`src/prm_pkg.sv`:
```
// Package for the peripheral pin route unit: offsets, fields, resets, carriers
package prm_pkg;

    // Register offsets
    localparam logic [1:0] PRM_LOGIC_EVENT_OFS = 2'h0;
    localparam logic [1:0] PRM_SERIAL_PINS_OFS = 2'h1;
    localparam logic [1:0] PRM_TIMER_A_OFS     = 2'h2;
    localparam logic [1:0] PRM_TIMER_B_OFS     = 2'h3;

    // Field positions, logic/event register
    localparam int PRM_EVENT_PIN_ZERO_BIT  = 0;
    localparam int PRM_EVENT_PIN_ONE_BIT   = 1;
    localparam int PRM_EVENT_PIN_TWO_BIT   = 2;
    localparam int PRM_LOGIC_TABLE_ZERO_BIT = 4;
    localparam int PRM_LOGIC_TABLE_ONE_BIT  = 5;
    // Field positions, serial register
    localparam int PRM_UART_ALT_BIT        = 0;
    localparam int PRM_SYNC_SERIAL_ALT_BIT = 2;
    // Field positions, timer registers
    localparam int PRM_TIMER_A_WAVE_LSB    = 0;
    localparam int PRM_TIMER_A_SPLIT_LSB   = 3;
    localparam int PRM_TIMER_B_ALT_BIT     = 0;

    // Writable bit masks (unimplemented bits read zero)
    localparam logic [7:0] PRM_LOGIC_EVENT_MASK = 8'h37;
    localparam logic [7:0] PRM_SERIAL_PINS_MASK = 8'h05;
    localparam logic [7:0] PRM_TIMER_A_MASK     = 8'h3F;
    localparam logic [7:0] PRM_TIMER_B_MASK     = 8'h01;

    // Reset values
    localparam logic [7:0] PRM_CTRL_RESET = 8'h00;

    // Number of timer A waveform outputs
    localparam int PRM_TIMER_A_WAVES = 6;

    // Register bus request
    typedef struct packed {
        logic [1:0] addr;
        logic [7:0] wdata;
        logic       wr;
        logic       rd;
    } prm_bus_req_t;

    // Peripheral signals entering the router
    typedef struct packed {
        logic       logic_table_zero;
        logic       logic_table_one;
        logic [2:0] event_out;
        logic [3:0] sync_serial;
        logic [2:0] uart;
        logic [5:0] timer_a_wave;
        logic       timer_b_out;
    } prm_periph_t;

    // Pin-side drive: value only, per default and alternative position; event pins have one position
    typedef struct packed {
        logic [1:0] logic_table_zero;
        logic [1:0] logic_table_one;
        logic [2:0] event_pin;
        logic [7:0] sync_serial;
        logic [5:0] uart;
        logic [11:0] timer_a_wave;
        logic [1:0] timer_b_out;
    } prm_pins_t;

endpackage

```
`src/prm_route_sel.sv`:
```
// Steers one signal to its default or alternative pin position
module prm_route_sel
    import prm_pkg::*;
#(
    parameter int W = 1
) (
    input  wire logic [W-1:0] sig,
    input  wire logic         alt,
    output logic [W-1:0]      dflt_val,
    output logic [W-1:0]      alt_val,
    output logic              dflt_en,
    output logic              alt_en
);
    timeunit 1ns;
    timeprecision 1ns;

    // Bit clear picks default, bit set picks alternative
    always_comb begin
        dflt_en  = ~alt;
        alt_en   = alt;
        dflt_val = alt ? '0 : sig;
        alt_val  = alt ? sig : '0;
    end

endmodule

```
`src/prm_pin_route_unit.sv`:
```
// Peripheral pin route unit: four control registers and the signal router
//
// Behaviour
// - Each routed signal except event outputs and, in normal mode, timer A outputs 5..3 goes to its default pin while its bit is 0 and alternative when 1.
// - Bit 5 of the logic/event register moves logic table 1 output to its alternative pin.
// - Bit 4 of the logic/event register moves logic table 0 output to its alternative pin.
// - Bits 2..0 of the logic/event register enable event outputs 2..0; cleared disables.
// - Bit 2 of the serial register moves all sync serial pins to the alternative set.
// - Bit 0 of the serial register moves all uart pins to the alternative set.
// - Bits 5..3 of the timer A register move waveform outputs 5..3 only in split mode.
// - In normal timer A mode bits 5..3 of the timer A register do not affect routing.
// - Bits 2..0 of the timer A register move waveform outputs 2..0 to alternative pins.
// - In split mode bits 2..0 route low-byte compare channels 2..0 respectively.
// - Bit 0 of the timer B register moves the timer B output to its alternative pin.
module prm_pin_route_unit
    import prm_pkg::*;
(
    input  wire logic         clk,
    input  wire logic         rstn,
    input  wire prm_bus_req_t bus,
    input  wire logic         timer_a_split,
    input  wire prm_periph_t  periph,
    output logic [7:0]        rdata,
    output prm_pins_t         pins
);
    timeunit 1ns;
    timeprecision 1ns;

    // Whole state of the block
    typedef struct packed {
        logic [7:0] logic_event;
        logic [7:0] serial_pins;
        logic [7:0] timer_a;
        logic [7:0] timer_b;
        logic [7:0] rdata;
        prm_pins_t  pins;
    } prm_state_t;

    prm_state_t st_r;
    prm_state_t st_nxt;
    prm_pins_t  route;

    logic [5:0] ta_alt;
    logic [1:0] lt0_v;
    logic [1:0] lt1_v;
    logic [1:0] tb_v;
    logic [3:0] ss_d;
    logic [3:0] ss_a;
    logic [2:0] ua_d;
    logic [2:0] ua_a;
    logic [5:0] ta_d;
    logic [5:0] ta_a;

    // Mask of implemented bits at an offset
    function automatic logic [7:0] prm_mask(input logic [1:0] ofs);
        if (ofs == PRM_LOGIC_EVENT_OFS) begin
            return PRM_LOGIC_EVENT_MASK;
        end else if (ofs == PRM_SERIAL_PINS_OFS) begin
            return PRM_SERIAL_PINS_MASK;
        end else if (ofs == PRM_TIMER_A_OFS) begin
            return PRM_TIMER_A_MASK;
        end else begin
            return PRM_TIMER_B_MASK;
        end
    endfunction

    // Timer A alternative selects; upper three only in split mode
    always_comb begin
        ta_alt[2:0] = st_r.timer_a[PRM_TIMER_A_WAVE_LSB +: 3];
        ta_alt[5:3] = timer_a_split ? st_r.timer_a[PRM_TIMER_A_SPLIT_LSB +: 3]
                                    : 3'h0;
    end

    // Logic table outputs
    prm_route_sel #(.W(1)) u_lt0 (
        .sig      (periph.logic_table_zero),
        .alt      (st_r.logic_event[PRM_LOGIC_TABLE_ZERO_BIT]),
        .dflt_val (lt0_v[0]),
        .alt_val  (lt0_v[1]),
        .dflt_en  (),
        .alt_en   ()
    );
    prm_route_sel #(.W(1)) u_lt1 (
        .sig      (periph.logic_table_one),
        .alt      (st_r.logic_event[PRM_LOGIC_TABLE_ONE_BIT]),
        .dflt_val (lt1_v[0]),
        .alt_val  (lt1_v[1]),
        .dflt_en  (),
        .alt_en   ()
    );

    // Serial pin groups move as a whole
    prm_route_sel #(.W(4)) u_ss (
        .sig      (periph.sync_serial),
        .alt      (st_r.serial_pins[PRM_SYNC_SERIAL_ALT_BIT]),
        .dflt_val (ss_d),
        .alt_val  (ss_a),
        .dflt_en  (),
        .alt_en   ()
    );
    prm_route_sel #(.W(3)) u_ua (
        .sig      (periph.uart),
        .alt      (st_r.serial_pins[PRM_UART_ALT_BIT]),
        .dflt_val (ua_d),
        .alt_val  (ua_a),
        .dflt_en  (),
        .alt_en   ()
    );

    // Timer A waveform outputs, one selector each
    for (genvar i = 0; i < PRM_TIMER_A_WAVES; i++) begin : g_ta
        prm_route_sel #(.W(1)) u_ta (
            .sig      (periph.timer_a_wave[i]),
            .alt      (ta_alt[i]),
            .dflt_val (ta_d[i]),
            .alt_val  (ta_a[i]),
            .dflt_en  (),
            .alt_en   ()
        );
    end

    // Timer B output
    prm_route_sel #(.W(1)) u_tb (
        .sig      (periph.timer_b_out),
        .alt      (st_r.timer_b[PRM_TIMER_B_ALT_BIT]),
        .dflt_val (tb_v[0]),
        .alt_val  (tb_v[1]),
        .dflt_en  (),
        .alt_en   ()
    );

    // Gather pin drive; event pins gated by their enables
    always_comb begin
        route.logic_table_zero = lt0_v;
        route.logic_table_one  = lt1_v;
        route.event_pin        = periph.event_out
                               & st_r.logic_event[PRM_EVENT_PIN_ZERO_BIT +: 3];
        route.sync_serial      = {ss_a, ss_d};
        route.uart             = {ua_a, ua_d};
        route.timer_a_wave     = {ta_a, ta_d};
        route.timer_b_out      = tb_v;
    end

    // Register writes, read data and registered pin drive
    always_comb begin
        st_nxt       = st_r;
        st_nxt.rdata = 8'h00;
        st_nxt.pins  = route;
        if (bus.wr) begin
            if (bus.addr == PRM_LOGIC_EVENT_OFS) begin
                st_nxt.logic_event = bus.wdata & PRM_LOGIC_EVENT_MASK;
            end else if (bus.addr == PRM_SERIAL_PINS_OFS) begin
                st_nxt.serial_pins = bus.wdata & PRM_SERIAL_PINS_MASK;
            end else if (bus.addr == PRM_TIMER_A_OFS) begin
                st_nxt.timer_a = bus.wdata & PRM_TIMER_A_MASK;
            end else begin
                st_nxt.timer_b = bus.wdata & PRM_TIMER_B_MASK;
            end
        end
        if (bus.rd) begin
            if (bus.addr == PRM_LOGIC_EVENT_OFS) begin
                st_nxt.rdata = st_r.logic_event;
            end else if (bus.addr == PRM_SERIAL_PINS_OFS) begin
                st_nxt.rdata = st_r.serial_pins;
            end else if (bus.addr == PRM_TIMER_A_OFS) begin
                st_nxt.rdata = st_r.timer_a;
            end else begin
                st_nxt.rdata = st_r.timer_b;
            end
            st_nxt.rdata = st_nxt.rdata & prm_mask(bus.addr);
        end
    end

    // State register
    always_ff @(posedge clk or negedge rstn) begin
        if (!rstn) begin
            st_r <= '0;
        end else begin
            st_r <= st_nxt;
        end
    end

    assign rdata = st_r.rdata;
    assign pins  = st_r.pins;

endmodule

```
`config.mk`:
```
export PLATFORM = sky130hd
export DESIGN_NAME = prm_pin_route_unit
export DESIGN_NICKNAME = d
export VERILOG_FILES = /design/src/prm_pkg.sv /design/src/prm_route_sel.sv /design/src/prm_pin_route_unit.sv
export SDC_FILE = /design/constraint.sdc
export NUM_CORES = 1
export LEC_CHECK = 0
export CAP_MARGIN = 20
export CORE_UTILIZATION = 40
export CTS_CLUSTER_SIZE = 28
export DETAILED_ROUTE_END_ITERATION = 12
export DONT_BUFFER_PORTS = 1
export GPL_ROUTABILITY_DRIVEN = 0
export REMOVE_ABC_BUFFERS = 1
export SETUP_SLACK_MARGIN = 0.5
export SKIP_LAST_GASP = 1
export SLEW_MARGIN = 20
export SYNTH_ARGS = -nofsm -noshare
export SYNTH_HDL_FRONTEND = slang
export SYNTH_HIERARCHICAL = 1
export SYNTH_SLANG_ARGS = --single-unit
```
`constraint.sdc`:
```
create_clock -name clk -period 1.04 [get_ports clk]
set_clock_uncertainty 0.05 [all_clocks]
set_input_delay 0.052 -clock clk [delete_from_list [all_inputs] [get_ports clk]]
set_output_delay 0.052 -clock clk [all_outputs]
set_load 0.005 [all_outputs]
```
==> impl_results.md <==
* Status: complete, but fails checks
* Violated checks: hold timing
* Number of global-route vias before repair at roughly 1.2k
* CTS tree: built
* R2R setup slack at between 100 and 150 ps
* Fillcell total at ~510
* Final setup violation count at 0
* Max-cap viol count at 0
* Post-route DRC at 0
* CORE AREA at 5640 um^2
* Slew Viols, Final at 0
* Clock Latency Late Sink at slightly above 300 ps
* Cells after Synth at around 190
* Max Root-Sink Buffers at 2
* Clk pwr share at 31.2%
* IO Count at 77
* Post-synthesis cell area at roughly 2400 um^2
* R2R Path End: rdata[0]$_DFF_PN0_
* Overflow after GRT at 0
* Gr usage total at between 10% and 20%
* Wirelength, routed at 4010 um
* FF-to-FF path depth at 2
* Rows at 27
* Maximum clock rate at roughly 1000 MHz
* Share of cells above drive strength 1 at roughly 39%
* Sequential Area at about 1400 um^2
* Worst path max stage delay at between 200 and 300 ps
* Largest net degree at the start of global routing at 56
* Vias at roughly 1.2k
* Worst Path Class, Setup: in -> reg
* Final Util at 44.9%
* Drt initial violations at 42
* Post-DP HPWL at 2900 um
* Root Buffer: clkbuf_8
* TritonCTS buffer count at 5
* Area occupied by multi-input gates at approximately 800 um^2
* Worst path bufs/invs at 2
* Worst IR Drop VDD at around 640 uV
* Design area at 2530 um^2
* Nets@finish at between 200 and 250
* WL/cell at about 17 um
* Clock tree sinks at 55
* Number of cells on the critical path at 5
* CTS clk-pin slew, worst paths at 110 ps
* Reg2reg start: st_r[51]$_DFFE_PN0P_
* Pwr Density at ~1900 nW/um^2
* Fin crit share at between 90% and 100%
* Die Area at approximately 6300 um^2
* Setup crit start kind: input port
* Hold Slack at -638 ps
* Warnings from Yosys at 6
* Crit path capture type: flip-flop
* Die width at 79.2 um
* CP Max Fanout at 5
* CP max-delay cell: nor4bb_4
* Unrepaired setup endpoints after global routing: yes
* Via density at ~4.9
* Required time worst endpoint at 1190 ps
* Routed Antenna Nets at 0
* Antenna violations before repair at 0
* Min Tclk post-route at approximately 960 ps
* First-pass GRT wire length at between 6000 and 7000 um
* N_diodes at 0
* Sw Share at a little under a quarter
* H-tree Lvls at 2
* Min-Delay Path Class: in -> async
* Die Ht at a little under 80 um
* P_leak at 1.19 nW
* Internal power at 0.00366 W
* Synthesis-to-finish area growth at 6.19%
* Reg power frac at 55.9%
* Crit-path cells: clkinvlp_4 > ha_4 > nor4bb_4 > buf_6 > mux2_4
* Combinational share of power at 12.9%
* Placed Area at around 2200 um^2
* Syn Area/Cell at 12.8 um^2
* CP top delay family: simple AND/OR/NAND/NOR gates
* Pre-antenna DRT Iters at 3
* Port bufs at 0
* Starting Density at 42.3%
* Endpoints failing hold at 110
* Worst EP arrival at 1110 ps
* Psw at approximately 0.0011 W
[state kept, by name, indices dropped and copies added (netlist names)]
signal,count
st_r,14
pins,35
rdata,6
[repair_timing]
item	4_1_cts	5_1_grt
pin swaps	12	4
hold endpoints to repair	110	110
endpoints found under the setup margin	96	96
resized for setup	32	14
buffers inserted	2	2
[layer usage]
metal	part of all wire, %	GRT usage [%]	routed length [um]
met1	38	16.5	1520
met2	50	22.5	2020
met3	9.2	5.75	370
met4	2.5	6.00	101
met5	0	0	0
[through the flow]
step / TNS (ps) / setup WS (ps) / total power [W] / std cells
after detailed placement: -3580 / -363 / 0.00313 / 225
after floorplan: -6710 / -978 / 0.00296 / 142
final: 0 / 79.7 / 0.00477 / 237
after global routing: 0 / 46.2 / 0.00502 / 237
after CTS: 0 / 88.4 / 0.00474 / 235
after global placement: -2840 / -313 / 0.00309 / 225
[worst max-delay path by stage]
stage,from,end,slack [ps]
floorplan,bus[10],st_r[51]$_DFFE_PN0P_,-980
global placement,bus[10],st_r[52]$_DFFE_PN0P_,-310
detailed placement,bus[10],st_r[56]$_DFFE_PN0P_,-360
CTS,bus[10],st_r[55]$_DFFE_PN0P_,90
global route,bus[10],st_r[53]$_DFFE_PN0P_,50
finish,bus[10],st_r[55]$_DFFE_PN0P_,80
[cell usage in the layout, fill, tap and decap left out, types with 3 or more instances in the layout]
cell type	instances
dfrtp_1	54
and2_1	9
buf_6	5
ha_1	3
and2_4	13
nor2b_1	13
clkbuf_8	6
buf_4	10
mux2_4	13
o21ai_1	3
nand4b_1	5
nor2b_4	3
nand3_1	4
[layout make-up]
cell class                      count  area share, %
Clock inverter                      2           1.53
Clock buffer                        6           3.26
Timing Repair Buffer               15           5.19
Multi-Input combinational cell     85           31.6
Tap cell                           72           3.56
Inverter                            2          0.445
Sequential cell                    55           54.4
[power groups by stage]
stage	clock, W	combinational, W	sequential (W)
detailed placement	0	0.000426	0.00271
finish	0.00149	0.000616	0.00267
floorplan	0	0.000319	0.00264
global placement	0	0.000396	0.00269
global route	0.00163	0.000675	0.00271
CTS	0.00153	0.000544	0.00267
No activity file was read; power rests on OpenSTA's default activity.
